==> src/core/charger_defines.vh <==
`ifndef CHARGER_DEFINES_VH
`define CHARGER_DEFINES_VH

// ==========================================================
// register offsets
`define REG_CFG_ENABLE 8'h31
`define REG_STATUS 8'h36
`define REG_FAULT 8'h37
`define REG_USB_ENABLE 8'h07
`define REG_WR_PERMIT 8'h0E
`define REG_POLARITY 8'h0F
`define CFG_LAST_VOLATILE 8'h07
`define CFG_LAST 8'h0F

// ==========================================================
// field positions of the volatile configuration register
`define CFGEN_VOL_WR_BIT 7
`define CFGEN_CHG_EN_BIT 4
`define CFGEN_USB_SEL_BIT 3
`define CFGEN_WR_MASK 8'h98
`define CFGEN_RESET 8'h00

// field positions of the configuration image
`define PERMIT_VOL_WR_BIT 0
`define PERMIT_LOCK_BIT 2
`define POLARITY_BIT 7
`define USB_SEL_ENABLE_BIT 0

// ==========================================================
// status field positions and timeout codes
`define ST_DONE_BIT 7
`define ST_RECHARGE_BIT 6
`define ST_TIMEOUT_HI 5
`define ST_TIMEOUT_LO 4
`define ST_STATE_HI 2
`define ST_STATE_LO 1
`define ST_ENABLED_BIT 0
`define TMO_NONE 2'h0
`define TMO_PRECHARGE 2'h1
`define TMO_FASTCHARGE 2'h2

// ==========================================================
// factory contents of the configuration image
`define DEF_00 8'hD2
`define DEF_01 8'h02
`define DEF_02 8'h0A
`define DEF_03 8'h30
`define DEF_04 8'h24
`define DEF_05 8'h05
`define DEF_07 8'h03
`define DEF_0C 8'h00
`define DEF_0E 8'h01
`define DEF_0F 8'hA4
`define DEF_UNLISTED 8'h00

`endif

==> src/core/charge_monitor.v <==
`timescale 1ns/1ps
`default_nettype none
`include "charger_defines.vh"

module charge_monitor (
    // clock and reset
    input wire clock,
    input wire rst_b,
    // charger enable as resolved from the enable bit and polarity
    input wire enabled,
    // charge engine state and events
    input wire [1:0] charge_state,
    input wire charge_done_evt,
    input wire recharge_done_evt,
    input wire precharge_timeout_evt,
    input wire fastcharge_timeout_evt,
    // fault levels
    input wire battery_missing,
    input wire charge_error,
    input wire battery_overvoltage,
    input wire input_overvoltage,
    input wire input_undervoltage,
    input wire termination_current_hit,
    // register images
    output wire [7:0] status_byte,
    output wire [7:0] fault_byte
);

    reg done_q;
    reg recharge_q;
    reg [1:0] timeout_q;
    reg [1:0] state_q;
    reg enabled_q;
    reg [4:0] fault_q;
    reg term_q;

    // ==========================================================
    // history bits: set wins over the clear that disabling causes
    always @(posedge clock or negedge rst_b)
    begin
        if (!rst_b)
        begin
            done_q <= 1'b0;
            recharge_q <= 1'b0;
            timeout_q <= `TMO_NONE;
            term_q <= 1'b0;
        end
        else
        begin
            done_q <= charge_done_evt | (done_q & enabled);
            recharge_q <= recharge_done_evt | (recharge_q & enabled);
            term_q <= termination_current_hit | (term_q & enabled);
            // first timeout seen is kept until the charger is disabled
            if (timeout_q == `TMO_NONE || !enabled)
            begin
                if (precharge_timeout_evt)
                    timeout_q <= `TMO_PRECHARGE;
                else if (fastcharge_timeout_evt)
                    timeout_q <= `TMO_FASTCHARGE;
                else
                    timeout_q <= `TMO_NONE;
            end
        end
    end

    // ==========================================================
    // live fields follow their sources one cycle late
    always @(posedge clock or negedge rst_b)
    begin
        if (!rst_b)
        begin
            state_q <= 2'h0;
            enabled_q <= 1'b0;
            fault_q <= 5'h00;
        end
        else
        begin
            state_q <= charge_state;
            enabled_q <= enabled;
            fault_q <= {battery_missing, charge_error, battery_overvoltage,
                        input_overvoltage, input_undervoltage};
        end
    end

    assign status_byte = {done_q, recharge_q, timeout_q, 1'b0, state_q, enabled_q};
    assign fault_byte = {fault_q, 2'b00, term_q};

endmodule // charge_monitor

`default_nettype wire

==> src/core/charger_config_status_regs.v <==
// Functional notes
// - with volatile-write bit 7 of 31h clear, writes to 00h-07h are dropped.
// - with 31h bit 7 set, 00h-07h writes need 0Eh bit 0 set too.
// - 31h bit 4 enables charging; polarity from 0Fh bit 7 (1 = active high).
// - 31h bit 3 picks 500mA over 100mA, only while 07h bit 0 is set.
// - status bit 7 set after a completed charge since last enable.
// - status bit 6 set after a completed re-charge since last enable.
// - status bits 5:4 give timeout: 00 none, 01 pre-charge, 10 fast-charge.
// - fault bits 7..3: battery missing, charge error, battery OV, input OV, input UV.
// - fault bit 0 set once charge current reaches termination threshold.
// - configuration image resets to the factory contents.
// - 0Eh bit 0 permits 00h-07h writes even when 0Eh bit 2 lock is set.
`timescale 1ns/1ps
`default_nettype none
`include "charger_defines.vh"

module charger_config_status_regs #(
    parameter CFG_DEPTH = 16,
    parameter CFG_AW = 4
) (
    // clock and reset
    input wire clock,
    input wire rst_b,
    // two-wire serial port
    input wire scl,
    input wire sda_in,
    output reg sda_out,
    output reg sda_oe,
    // charge engine state and events
    input wire [1:0] charge_state,
    input wire charge_done_evt,
    input wire recharge_done_evt,
    input wire precharge_timeout_evt,
    input wire fastcharge_timeout_evt,
    // fault levels
    input wire battery_missing,
    input wire charge_error,
    input wire battery_overvoltage,
    input wire input_overvoltage,
    input wire input_undervoltage,
    input wire termination_current_hit,
    // controls to the charge engine
    output reg charge_enable,
    output reg usb_current_level_select
);

    // ==========================================================
    // serial state machine, one-hot
    localparam [6:0] S_IDLE = 7'b000_0001;
    localparam [6:0] S_ADDR = 7'b000_0010;
    localparam [6:0] S_AACK = 7'b000_0100;
    localparam [6:0] S_WR = 7'b000_1000;
    localparam [6:0] S_WACK = 7'b001_0000;
    localparam [6:0] S_RD = 7'b010_0000;
    localparam [6:0] S_RACK = 7'b100_0000;

    // true for offsets held in the configuration image
    function in_cfg_image;
        input [7:0] off;
        begin
            in_cfg_image = (off <= `CFG_LAST);
        end
    endfunction

    reg [6:0] state_q;
    reg [2:0] bit_cnt_q;
    reg [7:0] shift_q;
    reg rw_q;
    reg ptr_first_q;
    reg rd_load_q;
    reg [7:0] ptr_q;
    reg scl_q;
    reg sda_q;
    reg scl_prev_q;
    reg sda_prev_q;
    reg [7:0] cfgen_q;
    reg [7:0] usb_en_shadow_q;
    reg [7:0] permit_shadow_q;
    reg [7:0] polarity_shadow_q;
    reg mem_we_q;
    reg [CFG_AW-1:0] mem_wa_q;
    reg [7:0] mem_wd_q;
    reg [7:0] rd_byte;
    wire [7:0] mem_rd_data;
    wire [7:0] status_byte;
    wire [7:0] fault_byte;
    wire [7:0] byte_in;
    wire start_seen;
    wire stop_seen;
    wire scl_rise;
    wire scl_fall;
    wire addr_match;
    wire wr_allowed;
    wire enabled_now;

    // ==========================================================
    // bus condition detection on sampled pins
    always @(posedge clock or negedge rst_b)
    begin
        if (!rst_b)
        begin
            scl_q <= 1'b1;
            sda_q <= 1'b1;
            scl_prev_q <= 1'b1;
            sda_prev_q <= 1'b1;
        end
        else
        begin
            scl_q <= scl;
            sda_q <= sda_in;
            scl_prev_q <= scl_q;
            sda_prev_q <= sda_q;
        end
    end

    assign start_seen = scl_q & scl_prev_q & sda_prev_q & ~sda_q;
    assign stop_seen = scl_q & scl_prev_q & ~sda_prev_q & sda_q;
    assign scl_rise = scl_q & ~scl_prev_q;
    assign scl_fall = ~scl_q & scl_prev_q;
    assign byte_in = {shift_q[6:0], sda_q};

    // slave address lives in the polarity/address byte, bits 6:0
    assign addr_match = (shift_q[6:0] == polarity_shadow_q[6:0]);

    // ==========================================================
    // write permission; the lock bit of 0Eh is deliberately not consulted
    assign wr_allowed = (ptr_q <= `CFG_LAST_VOLATILE) ?
        (cfgen_q[`CFGEN_VOL_WR_BIT] & permit_shadow_q[`PERMIT_VOL_WR_BIT]) :
        1'b1;

    // resolved enable: bit equals polarity means charging is on
    assign enabled_now = (cfgen_q[`CFGEN_CHG_EN_BIT] ==
        polarity_shadow_q[`POLARITY_BIT]);

    // ==========================================================
    // read data selection by pointer
    always @*
    begin
        if (in_cfg_image(ptr_q))
            rd_byte = mem_rd_data;
        else if (ptr_q == `REG_CFG_ENABLE)
            rd_byte = cfgen_q;
        else if (ptr_q == `REG_STATUS)
            rd_byte = status_byte;
        else if (ptr_q == `REG_FAULT)
            rd_byte = fault_byte;
        else
            rd_byte = 8'h00;
    end

    // ==========================================================
    // serial engine and register writes
    always @(posedge clock or negedge rst_b)
    begin
        if (!rst_b)
        begin
            state_q <= S_IDLE;
            bit_cnt_q <= 3'h0;
            shift_q <= 8'h00;
            rw_q <= 1'b0;
            ptr_first_q <= 1'b0;
            rd_load_q <= 1'b0;
            ptr_q <= 8'h00;
            sda_oe <= 1'b0;
            cfgen_q <= `CFGEN_RESET;
            usb_en_shadow_q <= `DEF_07;
            permit_shadow_q <= `DEF_0E;
            polarity_shadow_q <= `DEF_0F;
            mem_we_q <= 1'b0;
            mem_wa_q <= {CFG_AW{1'b0}};
            mem_wd_q <= 8'h00;
        end
        else
        begin
            mem_we_q <= 1'b0;
            if (start_seen)
            begin
                // a repeated start aborts whatever was in flight
                state_q <= S_ADDR;
                bit_cnt_q <= 3'h0;
                sda_oe <= 1'b0;
            end
            else if (stop_seen)
            begin
                state_q <= S_IDLE;
                sda_oe <= 1'b0;
            end
            else
            begin
                case (state_q)
                    S_IDLE:
                    begin
                        sda_oe <= 1'b0;
                    end
                    S_ADDR:
                    begin
                        if (scl_rise)
                        begin
                            shift_q <= byte_in;
                            bit_cnt_q <= bit_cnt_q + 3'h1;
                            if (bit_cnt_q == 3'h7)
                            begin
                                rw_q <= sda_q;
                                state_q <= addr_match ? S_AACK : S_IDLE;
                            end
                        end
                    end
                    S_AACK, S_WACK:
                    begin
                        // first fall drives the ack, second fall ends it
                        if (scl_fall && !sda_oe)
                            sda_oe <= 1'b1;
                        else if (scl_fall)
                        begin
                            bit_cnt_q <= 3'h0;
                            if (state_q == S_AACK && rw_q)
                            begin
                                shift_q <= rd_byte;
                                sda_oe <= ~rd_byte[7];
                                state_q <= S_RD;
                            end
                            else
                            begin
                                sda_oe <= 1'b0;
                                if (state_q == S_AACK)
                                    ptr_first_q <= 1'b1;
                                state_q <= S_WR;
                            end
                        end
                    end
                    S_WR:
                    begin
                        if (scl_rise)
                        begin
                            shift_q <= byte_in;
                            bit_cnt_q <= bit_cnt_q + 3'h1;
                            if (bit_cnt_q == 3'h7)
                            begin
                                state_q <= S_WACK;
                                if (ptr_first_q)
                                begin
                                    ptr_q <= byte_in;
                                    ptr_first_q <= 1'b0;
                                end
                                else
                                begin
                                    ptr_q <= ptr_q + 8'h01;
                                    if (ptr_q == `REG_CFG_ENABLE)
                                        cfgen_q <= byte_in & `CFGEN_WR_MASK;
                                    else if (in_cfg_image(ptr_q) && wr_allowed)
                                    begin
                                        mem_we_q <= 1'b1;
                                        mem_wa_q <= ptr_q[CFG_AW-1:0];
                                        mem_wd_q <= byte_in;
                                        if (ptr_q == `REG_USB_ENABLE)
                                            usb_en_shadow_q <= byte_in;
                                        if (ptr_q == `REG_WR_PERMIT)
                                            permit_shadow_q <= byte_in;
                                        if (ptr_q == `REG_POLARITY)
                                            polarity_shadow_q <= byte_in;
                                    end
                                end
                            end
                        end
                    end
                    S_RD:
                    begin
                        if (scl_fall && rd_load_q)
                        begin
                            shift_q <= rd_byte;
                            sda_oe <= ~rd_byte[7];
                            rd_load_q <= 1'b0;
                        end
                        else if (scl_fall)
                            sda_oe <= ~shift_q[7];
                        else if (scl_rise)
                        begin
                            shift_q <= {shift_q[6:0], 1'b0};
                            bit_cnt_q <= bit_cnt_q + 3'h1;
                            if (bit_cnt_q == 3'h7)
                            begin
                                ptr_q <= ptr_q + 8'h01;
                                state_q <= S_RACK;
                            end
                        end
                    end
                    S_RACK:
                    begin
                        // release for the host's ack bit, then continue or stop
                        if (scl_fall)
                            sda_oe <= 1'b0;
                        else if (scl_rise)
                        begin
                            bit_cnt_q <= 3'h0;
                            if (!sda_q)
                            begin
                                rd_load_q <= 1'b1;
                                state_q <= S_RD;
                            end
                            else
                                state_q <= S_IDLE;
                        end
                    end
                    default:
                    begin
                        state_q <= S_IDLE;
                        sda_oe <= 1'b0;
                    end
                endcase
            end
        end
    end

    // ==========================================================
    // outputs to the charge engine, registered
    always @(posedge clock or negedge rst_b)
    begin
        if (!rst_b)
        begin
            sda_out <= 1'b0;
            charge_enable <= 1'b0;
            usb_current_level_select <= 1'b0;
        end
        else
        begin
            sda_out <= 1'b0; // open drain: only ever pulls low
            charge_enable <= enabled_now;
            usb_current_level_select <= usb_en_shadow_q[`USB_SEL_ENABLE_BIT] &
                cfgen_q[`CFGEN_USB_SEL_BIT];
        end
    end

    // ==========================================================
    // configuration image and status history
    config_image_mem #(
        .DEPTH(CFG_DEPTH),
        .AW(CFG_AW)
    ) u_cfg_mem (
        .clock(clock),
        .rst_b(rst_b),
        .wr_en(mem_we_q),
        .wr_addr(mem_wa_q),
        .wr_data(mem_wd_q),
        .rd_addr(ptr_q[CFG_AW-1:0]),
        .rd_data_q(mem_rd_data)
    );

    charge_monitor u_monitor (
        .clock(clock),
        .rst_b(rst_b),
        .enabled(charge_enable),
        .charge_state(charge_state),
        .charge_done_evt(charge_done_evt),
        .recharge_done_evt(recharge_done_evt),
        .precharge_timeout_evt(precharge_timeout_evt),
        .fastcharge_timeout_evt(fastcharge_timeout_evt),
        .battery_missing(battery_missing),
        .charge_error(charge_error),
        .battery_overvoltage(battery_overvoltage),
        .input_overvoltage(input_overvoltage),
        .input_undervoltage(input_undervoltage),
        .termination_current_hit(termination_current_hit),
        .status_byte(status_byte),
        .fault_byte(fault_byte)
    );

endmodule // charger_config_status_regs

`default_nettype wire

==> src/core/config_image_mem.v <==
`timescale 1ns/1ps
`default_nettype none
`include "charger_defines.vh"

module config_image_mem #(
    parameter DEPTH = 16,
    parameter AW = 4
) (
    // clock and reset
    input wire clock,
    input wire rst_b,
    // write port
    input wire wr_en,
    input wire [AW-1:0] wr_addr,
    input wire [7:0] wr_data,
    // registered read port
    input wire [AW-1:0] rd_addr,
    output reg [7:0] rd_data_q
);

    // ==========================================================
    // factory contents per entry
    function [7:0] factory_value;
        input integer idx;
        begin
            case (idx)
                0: factory_value = `DEF_00;
                1: factory_value = `DEF_01;
                2: factory_value = `DEF_02;
                3: factory_value = `DEF_03;
                4: factory_value = `DEF_04;
                5: factory_value = `DEF_05;
                7: factory_value = `DEF_07;
                12: factory_value = `DEF_0C;
                14: factory_value = `DEF_0E;
                15: factory_value = `DEF_0F;
                default: factory_value = `DEF_UNLISTED;
            endcase
        end
    endfunction

    wire [7:0] entry [0:DEPTH-1];

    // one flop group per entry so each can reset to its own constant
    genvar g;
    generate
        for (g = 0; g < DEPTH; g = g + 1)
        begin : g_entry
            // a genvar cannot be part-selected, so its address is held as a sized constant
            localparam [AW-1:0] ENTRY_ADDR = g;
            reg [7:0] val_q;
            always @(posedge clock or negedge rst_b)
            begin
                if (!rst_b)
                    val_q <= factory_value(g);
                else if (wr_en && wr_addr == ENTRY_ADDR)
                    val_q <= wr_data;
            end
            assign entry[g] = val_q;
        end
    endgenerate

    // read data come out of a register
    always @(posedge clock or negedge rst_b)
    begin
        if (!rst_b)
            rd_data_q <= 8'h00;
        else
            rd_data_q <= entry[rd_addr];
    end

endmodule // config_image_mem

`default_nettype wire

==> config.mk <==
export PLATFORM = sky130hd
export DESIGN_NAME = charger_config_status_regs
export DESIGN_NICKNAME = d
export VERILOG_FILES = /design/src/core/charge_monitor.v /design/src/core/charger_config_status_regs.v /design/src/core/config_image_mem.v
export VERILOG_INCLUDE_DIRS = /design/src /design/src/core
export SDC_FILE = /design/constraint.sdc
export NUM_CORES = 1
export LEC_CHECK = 0
export BUFFER_PORTS_ARGS = -buffer_cell sky130_fd_sc_hd__buf_2
export CAP_MARGIN = 20
export CORE_ASPECT_RATIO = 1.75
export CORE_MARGIN = 2
export CORE_UTILIZATION = 40
export DETAILED_ROUTE_END_ITERATION = 10
export PLACE_DENSITY = 0.53
export REMOVE_ABC_BUFFERS = 1
export SKIP_LAST_GASP = 1
export SYNTH_ARGS = -nofsm -noshare
export SYNTH_HDL_FRONTEND = slang
export SYNTH_SLANG_ARGS = --single-unit
==> constraint.sdc <==
create_clock -name clock -period 3.7 [get_ports clock]
set_input_delay 0.74 -clock clock [delete_from_list [all_inputs] [get_ports clock]]
set_output_delay 0.74 -clock clock [all_outputs]
set_load 0.02 [all_outputs]
==> implementation parameters, run 1 <==
Parameter                              Value

Run status
  Status ... completed

Setup path
  CP Capture Type ... register
  Critical Path RT ... 4090 ps
  Worst path max stage delay ... 680 ps
  Arrival time of data at the critical path endpoint ... between 3000 and 4000 ps
  Critical path launch point type ... register
  Max Fanout on Critical Path ... 9
  Start-to-end type of the worst setup path ... reg -> reg
  Series of cell instances along the critical path ... or4_1, or4_4, and2_4, a2111oi_4, mux2_2
  Master of the slowest instance on the critical path ... sky130_fd_sc_hd__or4_1

CTS
  Insertion delay to the later sink of the worst-skew pair ... 520 ps
  H-Tree Level Count ... 1
  Resize count post-CTS ... 0
  Num Clock Sinks ... 211
  Maximum clock insertion buffer count ... 3
  Clock-pin slew of the registers on the worst-case setup and hold paths ... around 60 ps
  Number of buffers created by CTS ... 22
  Setup Buffers After CTS ... 0
  Clk root buf ... sky130_fd_sc_hd__clkbuf_16
  Clock tree from TritonCTS ... done
  Hold buffers post-CTS ... 0

Logic synthesis
  Post-synth EDFFs ... 0
  FF+latch count, synth ... 211
  Main area contributors after synthesis ... sky130_fd_sc_hd__dfrtp_1 (46%), sky130_fd_sc_hd__mux2_2 (17%), sky130_fd_sc_hd__mux4_2 (9.1%)
  Number of synthesis warnings ... 0
  Async set-reset flop share out of synthesis ... 1.00
  Main synth FF type ... sky130_fd_sc_hd__dfrtp_1
  Mean instance size in the synthesized netlist ... 13.3 sq um
  Combinational family with the most area after synthesis ... multiplexers
  Share of synthesized cell area in and, or, nand and nor gates ... 0.0940
  Cells after Synth ... between 700 and 800
  Adder and majority gate portion of the synthesized area ... 0.00629
  Synthesized-area fraction occupied by xor and xnor cells ... 0.0114
  Area fraction of the dominant cell type after synthesis ... 0.458
  Unique masters post-synth ... 66
  Post-synthesis compound-gate area fraction ... 0.0558
  Netlist area before placement ... 9950 sq um
  Multiplexer share of the synthesized area ... 0.275
  Area leader, netlist ... sky130_fd_sc_hd__dfrtp_1
  Share of synthesized area occupied by flip-flops and latches ... 0.534

Pwr
  Portion of total power attributed to the clock network ... 0.469
  Internal portion of total power ... 3.82 mW
  Static power due to leakage ... 5.04 nW
  Share of total power consumed by net switching ... 0.226
  Switching power summed over all nets ... about 1.1 mW
  Part of the total power dissipated in sequential elements ... 0.480
  Final Total Pwr ... just under 5 mW
  Combinational share of power ... 0.051
  P per Cell Area ... 442 nW/um^2
  Maximum vdd ir drop ... 473 uV

Place
  Routability-driven placement congestion ratio ... 0.862
  Placed wire-length estimate ... 18300 microns
  Number of buffer cells added on primary ports ... 18
  Placed Instances ... around 1100

STA
  Measured slew at the worst slew-check pin ... 1070 ps
  Unrepaired setup endpoints after global routing ... no
  Final critical-path share of the clock period ... 0.824
  Headroom to the max-slew limit ... 0.287
  Setup Skew ... 25.9 ps
  Max Transition Viols Final ... 0
  Post-layout minimum cycle time ... 3050 ps
  Setup_tns ... 0 ps
  Fin. Hold Viols ... 0
  Final setup violating endpoints ... 0
  Top achievable clock speed ... 0.328 GHz

Route
  Vias ... 6241
  DRC violations left ... 0
  Mean number of vias per cell ... about 5.7
  Initial drt markers ... 359
  Routed wirelength normalized by instance count ... 23.2 microns
  Wire length reported by the detailed router ... 25300 microns
  First drt pass iteration count ... 5
  Post-route antenna net violation count ... 0

GRT
  Via count of the first global-routing pass ... 6834
  Initial antenna violation count ... 0
  Overflow left after global routing ... 0
  Global-route wire length before repair ... roughly 40000 microns
  Largest net degree at the start of global routing ... 95
  Tot GR Track Use ... 0.205

Cells and area
  Layout overhead on the synthesized area ... 12.1%
  Filler Cells Inserted ... 2229
  # nets final ... 784
  Antenna cell count ... 0
  Fraction of layout cells with a size suffix above 1 ... 0.390
  Count of non-filler cells in the finished layout ... 1091

Flow run
  Number of max-capacitance violations reported ... 0

Die
  Core region area ... 24500 sq um
  Initial cell density of the core ... 0.406
  I/O pin count ... 20
  Cell Rows ... 76
  Floorplan die area ... 26200 sq um
  Overall die height ... around 210 microns
  Die Width ... 123 microns

Worst hold path
  Min-delay worst type ... in -> async
placed cells by master, fill, tap and decap left out, drive strengths merged, types with 3 or more instances in the layout:
master and count:
mux2 154, and2 4, ha 5, a22o 3, o211ai 6, nand3 12, xor2 4, clkbuf 35
nor2b 6, nor2 17, nand2b 12, nand3b 6, o22ai 4, or3 4, o21ai 20, dfstp 29
and3 4, dfrtp 182, mux2i 10, xnor2 9, buf 35, nor3b 3, or4 6, a2bb2oi 4
mux4 40, nor3 12, a21oi 14, inv 7, a21o 6, clkinv 3, nand2 79, nor4 6
a211oi 3
worst paths after layout:
check / from / endpoint / slack, ps / depth (start not counted)
max: state_q[1]$_DFFE_PN0P_ / shift_q[2]$_DFFE_PN0P_ / 650 / 5
min: rst_b / u_monitor.term_q$_DFF_PN0_ / 280 / 1
max reg2reg: state_q[1]$_DFFE_PN0P_ / shift_q[2]$_DFFE_PN0P_ / 650 / 5
min reg2reg: scl_q$_DFF_PN1_ / scl_prev_q$_DFF_PN1_ / 440 / 0
max in group asynchronous: rst_b / polarity_shadow_q[5]$_DFFE_PN1P_ / 2410 / 2
min in group clock: sda_in / sda_q$_DFF_PN1_ / 320 / 1
metrics by stage:
stage          setup slack [ps]   util  hold slack [ps]  cell area (sq um)
2_1_floorplan               398      -              402               9750
3_3_place_gp                728  0.424              434              10400
3_5_place_dp                684  0.424              437              10400
4_1_cts                     658  0.455              299              11200
5_1_grt                     535  0.455              301              11200
6_report                    653  0.455              282              11200
area by class of cell:
class	count	area, sq um	area share
Multi-Input combinational cell	485	4410	0.395
Tap cell	312	390	0.0350
Inverter	7	26.3	0.00235
Sequential cell	211	5320	0.476
Clock inverter	6	90.1	0.00807
Clock buffer	34	677	0.0607
Timing Repair Buffer	36	246	0.0221
per-layer routing:
layer	part of all wire	vias up	routed length, microns	global-route usage
met5	0	-	0	0
met4	0.057	0	1440	0.112
met3	0.030	75	750	0.0235
met2	0.57	142	14400	0.387
met1	0.35	3250	8730	0.214
li1	-	2774	-	-
cells in the mapped netlist (3+ instances only):
master                      count
sky130_fd_sc_hd__mux2_2       151
sky130_fd_sc_hd__o211ai_1       6
sky130_fd_sc_hd__o21ai_0       18
sky130_fd_sc_hd__a211oi_1       3
sky130_fd_sc_hd__xor2_1         4
sky130_fd_sc_hd__or3_1          4
sky130_fd_sc_hd__a21oi_1       14
sky130_fd_sc_hd__buf_2          7
sky130_fd_sc_hd__a21o_1         4
sky130_fd_sc_hd__dfrtp_1      182
sky130_fd_sc_hd__nor4_1         5
sky130_fd_sc_hd__nand2b_1      12
sky130_fd_sc_hd__dfstp_2       29
sky130_fd_sc_hd__buf_1          4
sky130_fd_sc_hd__a22o_1         3
sky130_fd_sc_hd__nor3b_1        3
sky130_fd_sc_hd__and2_1         3
sky130_fd_sc_hd__o22ai_1        4
sky130_fd_sc_hd__and3_1         4
sky130_fd_sc_hd__inv_1          7
sky130_fd_sc_hd__clkbuf_1      33
sky130_fd_sc_hd__mux2i_1       10
sky130_fd_sc_hd__mux2_1         3
sky130_fd_sc_hd__mux4_2        40
sky130_fd_sc_hd__nor3_1        11
sky130_fd_sc_hd__nor2_1        17
sky130_fd_sc_hd__ha_1           5
sky130_fd_sc_hd__a2bb2oi_1      4
sky130_fd_sc_hd__nand2_1       79
sky130_fd_sc_hd__nand3b_1       6
sky130_fd_sc_hd__nand3_1       12
sky130_fd_sc_hd__or4_1          5
sky130_fd_sc_hd__xnor2_1        9
sky130_fd_sc_hd__nor2b_1        6
logic make-up (layout without fill, tap and decap cells):
kind of cell / Yosys count / count (layout)
AOI/OAI and AO/OA: 79 / 79
xor gates and xnor gates: 13 / 13
adders and majority gates: 5 / 5
buffers and inverters: 54 / 83
DFF: 211 / 211
muxes: 204 / 204
other: 1 / 1
and+or+nand+nor: 183 / 183
critical path: cells and delay by family, from the launching register on:
| kind | cells | cell delay, ps |
|---|---|---|
| flops | 1 | 480 |
| mux | 1 | 400 |
| simple gates | 3 | 1410 |
| compound gates | 1 | 640 |
sequential cells by signal (all words and copies together), names as in the netlist, 2 cells and up:
register                 flops
shift_q                      8
u_cfg_mem.rd_data_q          8
u_monitor.timeout_q          2
state_q                      7
mem_wa_q                     4
polarity_shadow_q            8
mem_wd_q                     8
cfgen_q                      3
u_monitor.fault_q            5
bit_cnt_q                    3
ptr_q                        8
u_cfg_mem.g_entry.val_q    128
u_monitor.state_q            2
power groups by stage:
stage / clock (mW) / sequential, mW / combinational (mW)
3_3_place_gp: 0 / 2.40 / 0.246
6_report: 2.32 / 2.37 / 0.252
3_5_place_dp: 0 / 2.41 / 0.252
5_1_grt: 2.48 / 2.37 / 0.275
2_1_floorplan: 0 / 2.40 / 0.135
4_1_cts: 2.38 / 2.36 / 0.254
Power figures use the tool's default switching activity.
==> run 2: changes to the inputs <==
ABC_AREA = 1   (was unset)
clock period = 3 ns   (was 3.7 ns; I/O delays follow)
==> run 2 against run 1 <==
  * Maximum frequency increased by 35%
  * Hold slack got worse by 190 ps
  * Sequential share of layout area shrank 0.51 points
  * Die area up 1.5%
  * Sequential cell count stayed put
  * Count of clock-buffer cells in the layout decreased by 7
  * Largest power group is now clock
  * Highest routed layer unchanged
==> implementation parameters, run 2 <==
Parameter                              Value

GRT
  Overflow left after global routing ... 0 (unchanged)
  Initial antenna violation count ... 0 (unchanged)
  Global-route wire length before repair ... 45000 microns (+12%)
  Via count of the first global-routing pass ... 7848 (+15%)
  Tot GR Track Use ... 0.222 (+0.0168)
  Largest net degree at the start of global routing ... 90 (-5.3%)

Cells and area
  Filler Cells Inserted ... 2546 (+14%)
  Most common cell after layout, fill and taps aside ... sky130_fd_sc_hd__nand2_1
  Antenna cell count ... 0 (unchanged)
  Most frequent cells in the layout ... sky130_fd_sc_hd__nand2_1 (313), sky130_fd_sc_hd__o21ai_0 (249), sky130_fd_sc_hd__dfrtp_1 (180)
  Post-route standard cell area excluding fillers ... 11300 sq um (+1.1%)
  Layout overhead on the synthesized area ... 11.6%
  Multi-input logic area ... 4090 sq um (-7.4%)
  Sequential cell area ... 5320 sq um (about the same)
  Utilization after layout ... 0.450 (-0.00447)
  # nets final ... 1252 (+60%)
  Largest register by flop count ... u_cfg_mem.g_entry.val_q
  Max FFs per register ... 128 (unchanged)
  Count of non-filler cells in the finished layout ... 1563 (+43%)
  Fraction of layout cells with a size suffix above 1 ... 0.132 (-0.259)

Route
  Routed wirelength normalized by instance count ... 18.3 microns (-21%)
  Post-route antenna net violation count ... 0 (unchanged)
  Mean number of vias per cell ... 5.13 (-10%)
  Vias ... 8025 (+29%)
  First drt pass iteration count ... 5 (unchanged)
  Initial drt markers ... 637 (+77%)
  DRC violations left ... 0 (unchanged)
  Wire length reported by the detailed router ... 28600 microns (+13%)

Setup path
  Critical path launch point type ... register
  Worst path max stage delay ... 380 ps (-300 ps)
  Terminus of the critical flop-to-flop path ... permit_shadow_q[0]$_DFFE_PN1P_
  Max Fanout on Critical Path ... 24 (+15)
  Register-to-register setup slack ... 750 ps (+90 ps)
  Series of cell instances along the critical path ... ha_1, ha_1, inv_1, nor2_2, nand2_1, nor3_4, nand2_4, nor3_1, nand2_1, o21ai_0, inv_1
  Master of the slowest instance on the critical path ... sky130_fd_sc_hd__dfrtp_1
  CP Capture Type ... register
  Reg2Reg Launch Point ... bit_cnt_q[0]$_DFFE_PN0P_
  Arrival time of data at the critical path endpoint ... 2690 ps (-750 ps)
  Start-to-end type of the worst setup path ... reg -> reg
  Critical Path RT ... 3440 ps (-650 ps)
  Reg2Reg Depth ... 11 (+6)

Die
  I/O pin count ... 20 (unchanged)
  Core region area ... 25000 sq um (+2.1%)
  Overall die height ... 214 microns (+0.75%)
  Floorplan die area ... 26600 sq um (+1.5%)
  Cell Rows ... 77 (+1.3%)
  Initial cell density of the core ... 0.403 (-0.00221)
  Die Width ... 124 microns (+0.74%)

STA
  Worst-case setup margin in the final layout ... 745 ps (+92.2 ps)
  Setup Skew ... 29.2 ps (+3.35 ps)
  Top achievable clock speed ... 0.443 GHz (+35%)
  Measured slew at the worst slew-check pin ... 932 ps (-134 ps)
  Tightest hold margin ... 95.5 ps (-186 ps)
  Final setup violating endpoints ... 0 (unchanged)
  Unrepaired setup endpoints after global routing ... no
  Post-layout minimum cycle time ... 2250 ps (-792 ps)
  Fin. Hold Viols ... 0 (unchanged)
  Final critical-path share of the clock period ... 0.752 (-0.0719)
  Max Transition Viols Final ... 0 (unchanged)
  Headroom to the max-slew limit ... 0.375 (+0.0886)

Pwr
  Maximum vdd ir drop ... 348 uV (-26%)
  Static power due to leakage ... 5.17 nW (+2.5%)
  P per Cell Area ... 566 nW/um^2 (+28%)

Logic synthesis
  Cells after Synth ... 1233 (+64%)
  Post-synth EDFFs ... 0 (unchanged)
  Netlist area before placement ... 10100 sq um (+1.5%)
  Main area contributors after synthesis ... sky130_fd_sc_hd__dfrtp_1 (45%), sky130_fd_sc_hd__o21ai_0 (12%), sky130_fd_sc_hd__nand2_1 (12%)
  Async set-reset flop share out of synthesis ... 1.00 (unchanged)
  Mean instance size in the synthesized netlist ... 8.20 sq um (-38%)
  FF+latch count, synth ... 211 (unchanged)
  Unique masters post-synth ... 47 (-29%)
  Share of synthesized area occupied by flip-flops and latches ... 0.526 (-0.00813)
  Area fraction of the dominant cell type after synthesis ... 0.451 (-0.00697)
  Number of synthesis warnings ... 0 (unchanged)
  Most frequent cells after synthesis ... sky130_fd_sc_hd__nand2_1 (313), sky130_fd_sc_hd__o21ai_0 (249), sky130_fd_sc_hd__dfrtp_1 (182)
  Main synth FF type ... sky130_fd_sc_hd__dfrtp_1
  Most repeated cell in the gate-level netlist after synthesis ... sky130_fd_sc_hd__nand2_1
  Area leader, netlist ... sky130_fd_sc_hd__dfrtp_1

CTS
  Clock-pin slew of the registers on the worst-case setup and hold paths ... 70 ps (about the same)
  Num Clock Sinks ... 211 (unchanged)
  Clk root buf ... sky130_fd_sc_hd__clkbuf_16
  H-Tree Level Count ... 1 (unchanged)
  Hold buffers post-CTS ... 0 (unchanged)
  Number of buffers created by CTS ... 22 (unchanged)
  Maximum clock insertion buffer count ... 3 (unchanged)
  Insertion delay to the later sink of the worst-skew pair ... 530 ps (about the same)
  Clock tree from TritonCTS ... done
  Setup Buffers After CTS ... 0 (unchanged)
  Resize count post-CTS ... 0 (unchanged)

Flow run
  Number of max-capacitance violations reported ... 0 (unchanged)

Place
  Number of buffer cells added on primary ports ... 18 (unchanged)
  Placed wire-length estimate ... 20300 microns (+11%)
  Routability-driven placement congestion ratio ... 0.960 (+11%)
  Placed Instances ... 1523 (+45%)
  Setup Slack @ Placement ... 730 ps (+46.5 ps)
  Placed Instance Area ... 10500 sq um (+0.93%)

Worst hold path
  Min-delay worst type ... in -> async

Run status
  Status ... completed
-- run 2: power by group --
part	switching [mW]	leakage (nW)	internal, mW
registers	0.0443	2.79	2.91
logic	0.331	1.99	0.123
clock network	1.19	0.384	1.80
total	1.56	5.17	4.83
-- run 2: stage by stage --
| step | TNS, ps | power [mW] |
|---|---|---|
| 2_1_floorplan | -12310 | 3.27 |
| 3_3_place_gp | 0 | 3.47 |
| 3_5_place_dp | 0 | 3.47 |
| 4_1_cts | 0 | 6.48 |
| 5_1_grt | 0 | 6.65 |
| 6_report | 0 | 6.39 |
-- run 2: worst max path at each step --
stage,slack [ps],start,endpoint,depth (start not counted)
final,750,bit_cnt_q[0]$_DFFE_PN0P_,permit_shadow_q[0]$_DFFE_PN1P_,11
after floorplan,-930,ptr_q[0]$_DFFE_PN0P_,sda_oe$_DFFE_PN0P_,10
after global placement,690,bit_cnt_q[0]$_DFFE_PN0P_,permit_shadow_q[0]$_DFFE_PN1P_,11
after CTS,700,bit_cnt_q[0]$_DFFE_PN0P_,permit_shadow_q[0]$_DFFE_PN1P_,11
after detailed placement,730,bit_cnt_q[0]$_DFFE_PN0P_,permit_shadow_q[0]$_DFFE_PN1P_,11
after global routing,510,bit_cnt_q[0]$_DFFE_PN0P_,permit_shadow_q[0]$_DFFE_PN1P_,11
-- run 2: cell families (layout without fill, tap and decap cells) --
logic type	after synthesis	in the layout	synth area share
XOR/XNOR	12	12	0.0104
other	1	1	0.000371
flip-flops	211	211	0.526
adder cells (fa/ha/maj)	5	5	0.00619
buffers and inverters	177	191	0.0696
AO/OA/AOI/OAI	327	327	0.171
AND/OR/NAND/NOR	500	500	0.217
-- run 2: routing by layer --
metal  global-route usage  vias to the layer above  routed length [microns]
met2                0.392                      149                    15100
li1                     -                     4002                        -
met5                    0                        -                        0
met1                0.267                     3818                    11400
met3               0.0223                       56                      921
met4               0.0951                        0                     1260
-- run 2: critical path, delay by kind of cell (launching register included) --
family / cells / cell delay, ps
flip-flops: 1 / 380
AO/OA/AOI/OAI: 1 / 80
AND/OR/NAND/NOR: 6 / 1180
buffers and inverters: 2 / 150
adder cells (fa/ha/maj): 2 / 380
-- run 2: layout make-up --
cell class                      instances  share of cell area
Multi-Input combinational cell        845               0.362
Sequential cell                       211               0.471
Clock inverter                         13              0.0163
Clock buffer                           27              0.0540
Tap cell                              316              0.0350
Timing Repair Buffer                   27              0.0193
Inverter                              124              0.0417
